**config.mk**
```make
export PLATFORM = sky130hd
export DESIGN_NAME = dual_timer_counter
export DESIGN_NICKNAME = d
export VERILOG_FILES = /design/src/hdl/timer_pkg.sv /design/src/hdl/dual_timer_counter.sv
export SDC_FILE = /design/constraint.sdc
export NUM_CORES = 1
export LEC_CHECK = 0
export BUFFER_PORTS_ARGS = -buffer_cell sky130_fd_sc_hd__buf_2
export CORE_ASPECT_RATIO = 2
export CORE_MARGIN = 8
export CORE_UTILIZATION = 30
export DETAILED_ROUTE_END_ITERATION = 10
export GPL_TIMING_DRIVEN = 1
export PLACE_DENSITY_LB_ADDON = 0.08
export SLEW_MARGIN = 20
export SYNTH_ARGS = -nofsm -noshare
export SYNTH_HDL_FRONTEND = slang
export SYNTH_SLANG_ARGS = --single-unit
export TNS_END_PERCENT = 100
```
**constraint.sdc**
```tcl
create_clock -name mclk -period 6.42 [get_ports mclk]
set_input_delay 1.284 -clock mclk [delete_from_list [all_inputs] [get_ports mclk]]
set_output_delay 1.284 -clock mclk [all_outputs]
set_load 0.005 [all_outputs]
```
**src/hdl/timer_pkg.sv**
```systemverilog
// package: register indices, field positions and reset values of the dual timer/counter
package timer_pkg;

  // ---------------------------------------------------------------
  // register indices (byte address on apb is four times the index)
  // ---------------------------------------------------------------
  localparam logic [7:0] IDX_CONTROL   = 8'h88;
  localparam logic [7:0] IDX_MODE      = 8'h89;
  localparam logic [7:0] IDX_ZERO_LOW  = 8'h8A;
  localparam logic [7:0] IDX_ONE_LOW   = 8'h8B;
  localparam logic [7:0] IDX_ZERO_HIGH = 8'h8C;
  localparam logic [7:0] IDX_ONE_HIGH  = 8'h8D;
  localparam int         ADDR_W        = 12;

  // ---------------------------------------------------------------
  // field positions and reset values
  // ---------------------------------------------------------------
  localparam int CTL_OVF_ONE   = 7;
  localparam int CTL_RUN_ONE   = 6;
  localparam int CTL_OVF_ZERO  = 5;
  localparam int CTL_RUN_ZERO  = 4;
  localparam int MODE_GATE     = 3;
  localparam int MODE_CSEL     = 2;
  localparam int MODE_HI_BIT   = 1;
  localparam int MODE_LO_BIT   = 0;
  localparam int NIB_ONE_POS   = 4;
  localparam logic [7:0] RST_BYTE = 8'h00;

  // ---------------------------------------------------------------
  // timing
  // ---------------------------------------------------------------
  localparam int         MC_CLOCKS = 12;
  localparam logic [3:0] MC_LAST   = 4'(MC_CLOCKS - 1);

  typedef enum logic [1:0] {
    MODE_13BIT,
    MODE_16BIT,
    MODE_RELOAD8,
    MODE_SPLIT
  } timer_mode_t;

  typedef struct packed {
    logic [7:0] high;
    logic [7:0] low;
  } count_pair_t;

  typedef struct packed {
    logic        ovf;
    count_pair_t cnt;
  } step_result_t;

endpackage : timer_pkg
```
**src/hdl/dual_timer_counter.sv**
```systemverilog
// module: two 16-bit timer/counters with an apb register slave
//
// Implementation choice: the APB register port.
`timescale 1ns/1ps
`default_nettype none

// Function
// timer operation counts one per machine cycle of twelve core clocks
// counter operation counts each falling edge seen on the external count input
// falling edge recognised across two machine-cycle samples; max rate half clock; code counts at most one edge per 24 core clocks
// outside party holds each count input level at least one machine cycle
// mode register: timer 1 in bits 7..4, timer 0 in 3..0
// counting needs run bit and either gate clear or gate input high
// count select one counts external edges, zero counts machine cycles
// mode 00 13-bit, 01 16-bit, 10 8-bit reload, 11 split/halt
// 13-bit count: high byte over low five bits of low byte
// wrap from all ones to zero sets that timer's overflow flag
// setting run bit leaves count bytes unchanged
// mode 01 is mode 00 using full sixteen bits
// mode 10: low byte overflow sets flag, reloads low from high
// timer 1 in mode 11 freezes its count like run bit clear
// timer 0 mode 11 low byte is own timer with timer 0 controls
// timer 0 mode 11 high byte counts cycles via run one, sets flag one
// timer 1 still counts then, feeds baud pulse, sets no flag
// each timer runs while its run bit is set, stops when cleared
// control register: flag one b7, run one b6, flag zero b5, run zero b4
// count bytes readable and writable anytime; write loads new count
// overflow flag holds until software or interrupt acknowledge clears it
module dual_timer_counter (
  input  wire logic                         mclk,
  input  wire logic                         rst,
  input  wire logic                         psel,
  input  wire logic                         penable,
  input  wire logic                         pwrite,
  input  wire logic [timer_pkg::ADDR_W-1:0] paddr,
  input  wire logic [31:0]                  pwdata,
  output logic      [31:0]                  prdata,
  output logic                              pready,
  output logic                              pslverr,
  input  wire logic                         ext_count_in_zero,
  input  wire logic                         ext_count_in_one,
  input  wire logic                         ext_irq_pin_zero,
  input  wire logic                         irq_ack_zero,
  input  wire logic                         irq_ack_one,
  output logic                              overflow_flag_zero,
  output logic                              overflow_flag_one,
  output logic                              baud_tick_one
);

  // ---------------------------------------------------------------
  // helpers
  // ---------------------------------------------------------------
  function automatic timer_pkg::step_result_t step(input timer_pkg::timer_mode_t m,
                                                   input timer_pkg::count_pair_t c);
    timer_pkg::step_result_t r;
    r = '{ovf: 1'b0, cnt: c};
    case (m)
      timer_pkg::MODE_13BIT: begin
        r.cnt.low[4:0] = c.low[4:0] + 5'h01;
        if (c.low[4:0] == 5'h1F) begin
          r.cnt.high = c.high + 8'h01;
          r.ovf      = (c.high == 8'hFF);
        end
      end
      timer_pkg::MODE_16BIT: begin
        r.cnt = c + 16'h0001;
        r.ovf = (c == 16'hFFFF);
      end
      timer_pkg::MODE_RELOAD8: begin
        r.ovf     = (c.low == 8'hFF);
        r.cnt.low = r.ovf ? c.high : c.low + 8'h01;
      end
      default: begin
        r.cnt.low = c.low + 8'h01;
        r.ovf     = (c.low == 8'hFF);
      end
    endcase
    return r;
  endfunction : step

  function automatic logic hit(input logic [timer_pkg::ADDR_W-1:0] a, input logic [7:0] idx);
    return (a[1:0] == 2'h0) && (a[timer_pkg::ADDR_W-1:2] == {2'h0, idx});
  endfunction : hit

  // ---------------------------------------------------------------
  // state
  // ---------------------------------------------------------------
  logic [7:0]              mode_reg;
  logic [7:0]              control_reg;
  timer_pkg::count_pair_t  cnt0_reg, cnt1_reg;
  logic [3:0]              presc_reg;
  logic [2:0]              pin_meta, pin_sync;
  logic [1:0]              sample_reg;

  logic                    mc_tick;
  logic                    wr_en, rd_setup;
  logic                    fall0, fall1;
  timer_pkg::timer_mode_t  mode0, mode1;
  logic                    gate_in0, pulse0, pulse1, pulse_hi0;
  timer_pkg::step_result_t st0, st1;
  logic                    set_ovf0, set_ovf1;
  logic                    mapped;
  logic                    sel_control;
  logic                    sel_mode;
  logic                    sel_zero_low;
  logic                    sel_one_low;
  logic                    sel_zero_high;
  logic                    sel_one_high;
  logic [7:0]              rd_byte;

  assign mode0 = timer_pkg::timer_mode_t'(mode_reg[1:0]);
  assign mode1 = timer_pkg::timer_mode_t'(mode_reg[timer_pkg::NIB_ONE_POS +: 2]);

  // ---------------------------------------------------------------
  // machine cycle and input sampling
  // ---------------------------------------------------------------
  always_ff @(posedge mclk or posedge rst) begin
    if (rst) begin
      presc_reg <= 4'h0;
    end else begin
      presc_reg <= mc_tick ? 4'h0 : presc_reg + 4'h1;
    end
  end
  assign mc_tick = (presc_reg == timer_pkg::MC_LAST);

  // pins: {irq0, count1, count0}
  always_ff @(posedge mclk or posedge rst) begin
    if (rst) begin
      pin_meta <= 3'h0;
      pin_sync <= 3'h0;
    end else begin
      pin_meta <= {ext_irq_pin_zero, ext_count_in_one, ext_count_in_zero};
      pin_sync <= pin_meta;
    end
  end

  // one sample per machine cycle; an edge needs a high sample then a low one,
  // which is why input levels must last a full machine cycle
  always_ff @(posedge mclk or posedge rst) begin
    if (rst) begin
      sample_reg <= 2'h0;
    end else if (mc_tick) begin
      sample_reg <= pin_sync[1:0];
    end
  end
  assign fall0 = mc_tick & sample_reg[0] & ~pin_sync[0];
  assign fall1 = mc_tick & sample_reg[1] & ~pin_sync[1];

  // ---------------------------------------------------------------
  // count enables
  // ---------------------------------------------------------------
  always_comb begin
    gate_in0 = (mode0 == timer_pkg::MODE_SPLIT) ? pin_sync[2] : pin_sync[0];
    pulse0   = control_reg[timer_pkg::CTL_RUN_ZERO]
             & (~mode_reg[timer_pkg::MODE_GATE] | gate_in0)
             & (mode_reg[timer_pkg::MODE_CSEL] ? fall0 : mc_tick);
    pulse1   = control_reg[timer_pkg::CTL_RUN_ONE]
             & (~mode_reg[timer_pkg::NIB_ONE_POS + timer_pkg::MODE_GATE] | pin_sync[1])
             & (mode_reg[timer_pkg::NIB_ONE_POS + timer_pkg::MODE_CSEL] ? fall1 : mc_tick)
             & (mode1 != timer_pkg::MODE_SPLIT);
    pulse_hi0 = (mode0 == timer_pkg::MODE_SPLIT)
              & control_reg[timer_pkg::CTL_RUN_ONE] & mc_tick;
    st0 = step(mode0, cnt0_reg);
    st1 = step(mode1, cnt1_reg);
  end

  assign set_ovf0 = pulse0 & st0.ovf;
  // split mode hands flag one to the high byte of timer 0
  assign set_ovf1 = (mode0 == timer_pkg::MODE_SPLIT)
                  ? (pulse_hi0 & (cnt0_reg.high == 8'hFF))
                  : (pulse1 & st1.ovf);

  // ---------------------------------------------------------------
  // apb access
  // ---------------------------------------------------------------
  // one select per register; a misaligned address selects nothing
  always_comb begin
    sel_control   = hit(paddr, timer_pkg::IDX_CONTROL);
    sel_mode      = hit(paddr, timer_pkg::IDX_MODE);
    sel_zero_low  = hit(paddr, timer_pkg::IDX_ZERO_LOW);
    sel_one_low   = hit(paddr, timer_pkg::IDX_ONE_LOW);
    sel_zero_high = hit(paddr, timer_pkg::IDX_ZERO_HIGH);
    sel_one_high  = hit(paddr, timer_pkg::IDX_ONE_HIGH);
  end
  assign mapped   = sel_control | sel_mode | sel_zero_low | sel_one_low
                  | sel_zero_high | sel_one_high;
  assign pready   = psel & penable;
  assign pslverr  = psel & penable & ~mapped;
  assign wr_en    = psel & penable & pwrite & mapped;
  assign rd_setup = psel & ~penable & ~pwrite;

  // read byte registered at setup, so a running count cannot change
  // under the access phase; the value seen is the one at that edge
  always_comb begin
    rd_byte = 8'h00;
    if (sel_control) begin
      rd_byte = control_reg;
    end else if (sel_mode) begin
      rd_byte = mode_reg;
    end else if (sel_zero_low) begin
      rd_byte = cnt0_reg.low;
    end else if (sel_one_low) begin
      rd_byte = cnt1_reg.low;
    end else if (sel_zero_high) begin
      rd_byte = cnt0_reg.high;
    end else if (sel_one_high) begin
      rd_byte = cnt1_reg.high;
    end
  end

  always_ff @(posedge mclk or posedge rst) begin
    if (rst) begin
      prdata <= 32'h0;
    end else if (rd_setup) begin
      prdata <= {24'h000000, rd_byte};
    end
  end

  always_ff @(posedge mclk or posedge rst) begin
    if (rst) begin
      mode_reg <= timer_pkg::RST_BYTE;
    end else if (wr_en && sel_mode) begin
      mode_reg <= pwdata[7:0];
    end
  end

  // ---------------------------------------------------------------
  // control register: hardware set beats software or ack clear
  // ---------------------------------------------------------------
  always_ff @(posedge mclk or posedge rst) begin
    if (rst) begin
      control_reg <= timer_pkg::RST_BYTE;
    end else begin
      if (wr_en && sel_control) begin
        control_reg <= pwdata[7:0];
      end else begin
        if (irq_ack_zero) begin
          control_reg[timer_pkg::CTL_OVF_ZERO] <= 1'b0;
        end
        if (irq_ack_one) begin
          control_reg[timer_pkg::CTL_OVF_ONE] <= 1'b0;
        end
      end
      if (set_ovf0) begin
        control_reg[timer_pkg::CTL_OVF_ZERO] <= 1'b1;
      end
      if (set_ovf1) begin
        control_reg[timer_pkg::CTL_OVF_ONE] <= 1'b1;
      end
    end
  end

  // ---------------------------------------------------------------
  // count bytes: a software write beats the increment of that byte
  // ---------------------------------------------------------------
  always_ff @(posedge mclk or posedge rst) begin
    if (rst) begin
      cnt0_reg <= '0;
    end else begin
      if (pulse0) begin
        cnt0_reg.low <= st0.cnt.low;
      end
      if (pulse0 && mode0 != timer_pkg::MODE_SPLIT) begin
        cnt0_reg.high <= st0.cnt.high;
      end
      if (pulse_hi0) begin
        cnt0_reg.high <= cnt0_reg.high + 8'h01;
      end
      if (wr_en && sel_zero_low) begin
        cnt0_reg.low <= pwdata[7:0];
      end
      if (wr_en && sel_zero_high) begin
        cnt0_reg.high <= pwdata[7:0];
      end
    end
  end

  always_ff @(posedge mclk or posedge rst) begin
    if (rst) begin
      cnt1_reg <= '0;
    end else begin
      if (pulse1) begin
        cnt1_reg <= st1.cnt;
      end
      if (wr_en && sel_one_low) begin
        cnt1_reg.low <= pwdata[7:0];
      end
      if (wr_en && sel_one_high) begin
        cnt1_reg.high <= pwdata[7:0];
      end
    end
  end

  // baud pulse keeps running while flag one belongs to split timer 0
  always_ff @(posedge mclk or posedge rst) begin
    if (rst) begin
      baud_tick_one <= 1'b0;
    end else begin
      baud_tick_one <= pulse1 & st1.ovf;
    end
  end

  assign overflow_flag_zero = control_reg[timer_pkg::CTL_OVF_ZERO];
  assign overflow_flag_one  = control_reg[timer_pkg::CTL_OVF_ONE];

endmodule : dual_timer_counter

`default_nettype wire

```
======== Word-level counts from Yosys, hierarchy flattened ========
Index checks and enable logic that the tools add are counted.
storage, ports and cells
  bits in registers ....................... 69
  output and inout bits ................... 37
  logic and storage cells ................. 150
cells by class
  $add $sub $neg .......................... 9
  equality and inequality tests ........... 26
  multiplexer cells ....................... 37
  bitwise gates (word level) .............. 34
  reduce and logical (&&, ||, !) cells .... 28
operator list
  cell                                             number
  two-way mux 8 bit                                15
  == test 10 x 8 -> 1 bit (second input constant)  6
  adder 16 x 1 -> 16 bit (second input constant)   2
  adder 8 x 1 -> 8 bit (second input constant)     4
  == test 16 bit (second input constant)           2
  == test 8 bit (second input constant)            4
  case mux 8 bit (2 select lines)                  2
  case mux 5 bit (3 select lines)                  2
  bitwise AND 1 bit                                20
  two-way mux 9 bit                                2
  case mux 3 bit (3 select lines)                  2
  two-way mux 16 bit                               1
  logical AND 1 bit                                13
  nonzero test 3 bit                               4
  adder 5 x 1 -> 5 bit (second input constant)     2
  == test 5 bit (second input constant)            2
  two-way mux 1 bit                                10
  != test 2 bit (second input constant)            4
  NOT 1 bit                                        7
  OR 1 bit                                         7
  == test 2 bit (second input constant)            3
  zero test 2 bit                                  3
  AND reduction 3 bit                              2
  nonzero test 2 bit                               3
  9 further kinds                                  12

======== Longest topological paths before layout ========
Gate-level depths: netlist of the first run.
  depth after elaboration ................. 11
  depth in mapped cells ................... 10

======== Least setup slack after synthesis of the first run ========
No wires, ideal clock.
  path type ............................... input to output
  start point ............................. input paddr[3] (netlist name)
  end point ............................... output pslverr
  arrival time ............................ 2.086 ns
  required time ........................... 5.136 ns
  slack ................................... 3.050 ns
  stages .................................. 4
  buffers on the path ..................... 2
  cell sequence ........................... clkbuf_1 > clkbuf_1 > a21oi_1 > nor2b_1
between the ends
  cells in the longest elaborated chain, start to end .. 9
  elaborated cells between the ends (all ways) .. 19
ends and longest elaborated chain
  what                     line                       text
  start, declared          dual_timer_counter.sv:35   input wire logic [timer_pkg::ADDR_W-1:0] paddr,
  == test 10 x 8 -> 1 bit  dual_timer_counter.sv:82   return (a[1:0] == 2'h0) && (a[timer_pkg::ADDR_W-1:2] == {2'h0, idx});
  logical AND 1 bit        dual_timer_counter.sv:82
  OR 1 bit (3 in a row)    dual_timer_counter.sv:185  assign mapped = sel_control | sel_mode | sel_zero_low | sel_one_low
  OR 1 bit                 dual_timer_counter.sv:186  | sel_zero_high | sel_one_high;
  OR 1 bit (*)             dual_timer_counter.sv:186
  NOT 1 bit (*)            dual_timer_counter.sv:188  assign pslverr = psel & penable & ~mapped;
  bitwise AND 1 bit (*)    dual_timer_counter.sv:188
  end, declared            dual_timer_counter.sv:39   output logic pslverr,
Every way passes the cells marked *; elsewhere a longest branch is shown, timed or not.

======== Worst setup path after layout of the first run ========
  start point ............................. input paddr[10] (netlist name)
  end point ............................... output pslverr
Same word-level chain as after synthesis.

==> results of run 1 <==
## synth_stat cells, types with 7 or more instances
library cell | number | area (um2)
ha_1 | 15 | 188
nand3_1 | 16 | 80.1
nor2_1 | 44 | 165
o221ai_1 | 10 | 87.6
nor3_1 | 9 | 45.0
dfrtp_1 | 69 | 1730
nor3b_1 | 8 | 60.1
clkbuf_1 | 15 | 56.3
nand2b_1 | 7 | 43.8
and3_1 | 8 | 50.1
o211ai_1 | 15 | 113
nor2b_1 | 7 | 43.8
a21oi_1 | 39 | 195
mux2_2 | 17 | 191
nand4_1 | 8 | 50.1
inv_1 | 27 | 101
o21ai_0 | 23 | 115
nand2_1 | 45 | 169
buf_4 | 24 | 180
xnor2_1 | 7 | 61.3
mux2i_1 | 12 | 120
xor2_1 | 7 | 61.3
## logic make-up (layout without fill, tap and decap cells)
logic type | count (synthesis) | count (layout) | synth area share, %
fa+ha+maj | 15 | 15 | 3.95
flops | 69 | 69 | 36.3
xor+xnor | 14 | 14 | 2.58
simple gates | 184 | 184 | 20.6
compound gates | 150 | 150 | 21.9
buf+inv | 74 | 88 | 8.00
other cells | 1 | 24 | 0.0789
mux | 29 | 29 | 6.55
## final cells by class
| class | instances | area (um2) |
|---|---|---|
| fill | 1667 | 10200 |
| sequential | 69 | 1730 |
| clock inverter | 5 | 106 |
| tap | 201 | 251 |
| clock buffer | 11 | 253 |
| timing repair buffer | 45 | 233 |
| multi-input combinational | 416 | 2730 |
| inverter | 27 | 101 |
## worst max-delay path by stage
stage / end / slack (ns) / cells after the start
floorplan: pslverr / 3.05 / 4
global placement: pslverr / 2.76 / 6
detailed placement: pslverr / 2.77 / 6
CTS: pslverr / 2.77 / 6
global route: pslverr / 2.66 / 6
finish: pslverr / 2.79 / 6
## power by group through the flow
stage	sequential, W	clock (W)	combinational [W]
after floorplan	0.000447	0	0.0000434
after global placement	0.000448	0	0.0000633
after detailed placement	0.000448	0	0.0000629
after CTS	0.000440	0.000615	0.0000630
after global routing	0.000440	0.000629	0.0000695
final	0.000440	0.000602	0.0000623
## metal layers
layer / routed length (um) / track usage [%]
met1: 7270 / 20.8
met2: 7330 / 23.8
met3: 703 / 2.53
met4: 562 / 7.77
met5: 0 / 0
## per-stage QoR
step                      total power [W]  hold WS (ns)  std cells
final                             0.00110         0.352        774
after global routing              0.00114         0.358        774
after CTS                         0.00112         0.350        774
after detailed placement         0.000511         0.337        758
after global placement           0.000511         0.337        758
after floorplan                  0.000491         0.331        559
## worst max-delay path, stage by stage
cell and delay (ns):
buf_2 0.11, nor4_4 0.34, nand4_2 0.25, a21oi_1 0.18
nor2b_1 0.06, buf_2 0.12
==> results.sh, run 1 <==
export IMPL_status="finished clean"
export IMPL_pwr_share_seq_pct=39.8
export IMPL_stdcell_area_um2=5400
export IMPL_cts_tree="built"
export IMPL_synth_cells=536
export IMPL_final_util_pct=34.6
export IMPL_final_min_clock_period_ns=3.63
export IMPL_place_congestion=0.844
export IMPL_layout_setup_ws_ns=2.79
export IMPL_vias=4176
export IMPL_final_hold_violation_count=0
export IMPL_diodes=0
export IMPL_overflow=0
export IMPL_setup_viol=0
export IMPL_grt_max_degree=70
export IMPL_antenna_found_initial=0
export IMPL_fmax_mhz=276
export IMPL_p_per_area_nw_per_um2=204
export IMPL_start_util_pct=30.4
export IMPL_htreeDepth=3
export IMPL_path_clk_slew_ns=0.06
export IMPL_p_switching_w=0.000248
export IMPL_reg2reg_setup_slack_ns=3.56
export IMPL_clkLatencyLatePin_ns=0.34
export IMPL_post_cts_buffers=0
export IMPL_ys_warn_count=0
export IMPL_internal_power_w=0.000857
export IMPL_cts_root_buf="clkbuf_16"
export IMPL_vdd_drop_max_uv=130
export IMPL_min_from="pin_meta[1]"
export IMPL_critPathMaxFanout=7
export IMPL_track_usage_pct=15.6
export IMPL_drv_cap=0
export IMPL_cp_start_kind="input port"
export IMPL_r2r_end="cnt0_reg[12]"
export IMPL_ioPinCount=91
export IMPL_max_slew_margin_pct=37.3
export IMPL_drv_slew=0
export IMPL_synthesis_area_um2=4750
export IMPL_synth_edf_count=0
export IMPL_port_buffers=42
export IMPL_place_ws_ns=2.77
export IMPL_rsz0062_at_grt="no"
export IMPL_grt_pass1_wl_um=24500
export IMPL_syn_area_per_cell_um2=8.87
export IMPL_vias_per_cell=5.40
export IMPL_drc=0
export IMPL_drt_iter0_markers=327
export IMPL_clock_sinks=69
export IMPL_dieArea_um2=20400
export IMPL_cts_buffers=9
export IMPL_wl_um=15900
export IMPL_chipWidth_um=105
export IMPL_cp_end_kind="primary output"
export IMPL_core_area_um2=15600
export IMPL_reg2reg_depth=6
export IMPL_layout_common_cells="69 x dfrtp_1, 45 x nand2_1, 44 x nor2_1"
export IMPL_timing_rr_start="presc_reg[0]"
export IMPL_tns_ns=0
export IMPL_min_to="pin_sync[1]"
export IMPL_finalCritPeriodShare_pct=56.5
export IMPL_drive_gt1_share_pct=15.5
export IMPL_criticalPathCategory="input port to primary output"
export IMPL_cp_startpoint="paddr[10]"
export IMPL_worst_pin_slew_ns=0.941
export IMPL_hold_class="flip-flop to flip-flop"
export IMPL_skew_ns=0.00423
export IMPL_crit_required_ns=5.14
export IMPL_rows=65
export IMPL_p_comb_share_pct=5.6
export IMPL_arrival_ns=2.34
export IMPL_ys_seq_area_share_pct=36.3
export IMPL_ant_nets=0
export IMPL_hold_buffers=0
export IMPL_p_leak_nw=2.31
export IMPL_whs_path_depth=0
export IMPL_die_y_um=194
export IMPL_grt_pass1_vias=4052
export IMPL_final_common_cell="dfrtp_1"
export IMPL_ys_flop_type="dfrtp_1"
export IMPL_async_reset_ff_share_pct=100
export IMPL_cts_resized=0
export IMPL_yosysUniqueCellTypes=70
export IMPL_clock_power_share_pct=54.5
export IMPL_cts_buffer_depth=2
export IMPL_drt_pre_antenna_iters=5
export IMPL_hpwl_um=11900
export IMPL_placed_area_um2=5040
export IMPL_nets=637
export IMPL_area_growth_pct=13.7
export IMPL_switching_share_pct=22.4
export IMPL_wl_per_cell_um=20.5
export IMPL_ys_ff_latch=69
(Power assumes the default switching activity.)
==> inputs of run 2 (changes only) <==
==> constraint.sdc (replaced) <==
create_clock -name mclk -period 3 [get_ports mclk]
set_input_delay 0.6 -clock mclk [delete_from_list [all_inputs] [get_ports mclk]]
set_output_delay 0.6 -clock mclk [all_outputs]
set_load 0.005 [all_outputs]
==> run 2 against run 1 <==
Effect of this change: die area did not move; worst hold slack got worse by 0.039 ns; non-clock buffer count rose by 10; combinational power rose by 120%; clock-buffer cell count did not move; final cell count rose by 1.2%; sequential power rose by 110%; clock skew rose by 0.0026 ns; power rose by 100%; flip-flop and latch count did not move.
==> results.sh, run 2 (synthesis results as in run 1) <==
export IMPL_status="finished clean"
export IMPL_area_growth_pct=14.6
export IMPL_hold_class="input port to asynchronous set/reset pin"
export IMPL_arrival_ns=2.71
export IMPL_switching_share_pct=23.0
export IMPL_fmax_mhz=407
export IMPL_vias_per_cell=5.42
export IMPL_post_cts_buffers=0
export IMPL_path_clk_slew_ns=0.06
export IMPL_cts_buffer_depth=2
export IMPL_drv_cap=0
export IMPL_nets=647
export IMPL_vdd_drop_max_uv=343
export IMPL_p_leak_nw=2.34
export IMPL_p_comb_share_pct=6.2
export IMPL_layout_common_cells="69 x dfrtp_1, 45 x nand2_1, 44 x nor2_1"
export IMPL_p_switching_w=0.000514
export IMPL_dieArea_um2=20400
export IMPL_grt_max_degree=46
export IMPL_final_util_pct=34.9
export IMPL_cp_end_kind="flip-flop"
export IMPL_drv_slew=0
export IMPL_timing_rr_start="cnt0_reg[0]"
export IMPL_r2r_end="cnt0_reg[0]"
export IMPL_cts_buffers=9
export IMPL_drive_gt1_share_pct=16.7
export IMPL_pwr_share_seq_pct=42.1
export IMPL_max_stage_delay_ns=0.60
export IMPL_place_congestion=0.876
export IMPL_final_min_clock_period_ns=2.46
export IMPL_clock_power_share_pct=51.7
export IMPL_max_slew_margin_pct=54.6
export IMPL_start_util_pct=30.4
export IMPL_diodes=0
export IMPL_grt_pass1_wl_um=25200
export IMPL_p_per_area_nw_per_um2=411
export IMPL_antenna_found_initial=0
export IMPL_drt_iter0_markers=307
export IMPL_place_inst=768
export IMPL_criticalPathCategory="flip-flop to flip-flop"
export IMPL_clock_sinks=69
export IMPL_htreeDepth=3
export IMPL_crit_path_cell_trace="ha_1 > nand3_1 > inv_1 > nand2_1 > nor3b_1 > o22ai_1 > o31a_1 > a21oi_1"
export IMPL_ioPinCount=91
export IMPL_drt_pre_antenna_iters=5
export IMPL_port_buffers=42
export IMPL_wl_um=16100
export IMPL_internal_power_w=0.00172
export IMPL_cts_root_buf="clkbuf_16"
export IMPL_finalNonFillerCells=783
export IMPL_die_y_um=194
export IMPL_hold_buffers=0
export IMPL_track_usage_pct=16.0
export IMPL_setup_viol=0
export IMPL_final_hold_violation_count=0
export IMPL_cts_resized=0
export IMPL_fin_hold_ws_ns=0.313
export IMPL_tns_ns=0
export IMPL_final_common_cell="dfrtp_1"
export IMPL_cp_start_kind="flip-flop"
export IMPL_core_area_um2=15600
export IMPL_chipWidth_um=105
export IMPL_rows=65
export IMPL_finalCritPeriodShare_pct=81.9
export IMPL_reg2reg_depth=8
export IMPL_grt_pass1_vias=4179
export IMPL_cts_tree="built"
export IMPL_ant_nets=0
export IMPL_crit_required_ns=3.26
export IMPL_skew_ns=0.00683
export IMPL_wl_per_cell_um=20.5
export IMPL_critPathMaxFanout=7
export IMPL_vias=4240
export IMPL_worst_pin_slew_ns=0.680
export IMPL_reg2reg_setup_slack_ns=0.54
export IMPL_drc=0
export IMPL_hpwl_um=12300
export IMPL_rsz0062_at_grt="no"
export IMPL_clkLatencyLatePin_ns=0.34
export IMPL_slowest_stage="nor3b_1"
export IMPL_overflow=0
## run 2: cell type report
type / count / area (um2)
clock buffers: 11 / 243
clock inverters: 4 / 72.6
fillers: 1685 / 10200
inverters: 27 / 101
multi-input cells: 416 / 2730
flip-flops and latches: 69 / 1730
well taps: 201 / 251
repair buffers: 55 / 320
## run 2: how the worst max path moves through the flow
stage / slack, ns / to / startpoint
floorplan: 0.66 / baud_tick_one / rst
global placement: 0.51 / cnt0_reg[12] / paddr[10]
detailed placement: 0.52 / cnt0_reg[12] / paddr[10]
CTS: 0.58 / cnt0_reg[0] / cnt0_reg[0]
global route: 0.31 / cnt0_reg[3] / cnt0_reg[0]
finish: 0.54 / cnt0_reg[0] / cnt0_reg[0]
## run 2: per-stage QoR
stage	setup slack [ns]	power [W]	cell area, um2
floorplan	0.656	0.00105	4840
global route	0.314	0.00232	5450
CTS	0.582	0.00228	5450
finish	0.544	0.00224	5450
global placement	0.505	0.00110	5130
detailed placement	0.518	0.00110	5130
## run 2: routing by layer
| metal | wire length [um] | up-vias | track usage, % | share of wire (%) |
|---|---|---|---|---|
| li1 | - | 2031 | - | - |
| met1 | 7220 | 2060 | 20.4 | 45 |
| met2 | 7710 | 126 | 25.6 | 48 |
| met3 | 757 | 23 | 3.36 | 4.7 |
| met4 | 382 | 0 | 6.23 | 2.4 |
| met5 | 0 | - | 0 | 0 |
## run 2: power groups by stage
stage                     Sequential (W)  Clock, W  Combinational (W)
after floorplan                 0.000957         0          0.0000929
final                           0.000942   0.00116           0.000138
after CTS                       0.000942   0.00120           0.000139
after detailed placement        0.000959         0           0.000139
after global placement          0.000959         0           0.000140
after global routing            0.000942   0.00122           0.000154
## run 2: critical path: cells and delay by family, from the launching register on
| kind | cells | cell delay [ns] |
|---|---|---|
| adder cells (fa/ha/maj) | 1 | 0.24 |
| AO/OA/AOI/OAI | 3 | 0.56 |
| buffers and inverters | 1 | 0.21 |
| AND/OR/NAND/NOR | 3 | 0.91 |
| flip-flops | 1 | 0.46 |
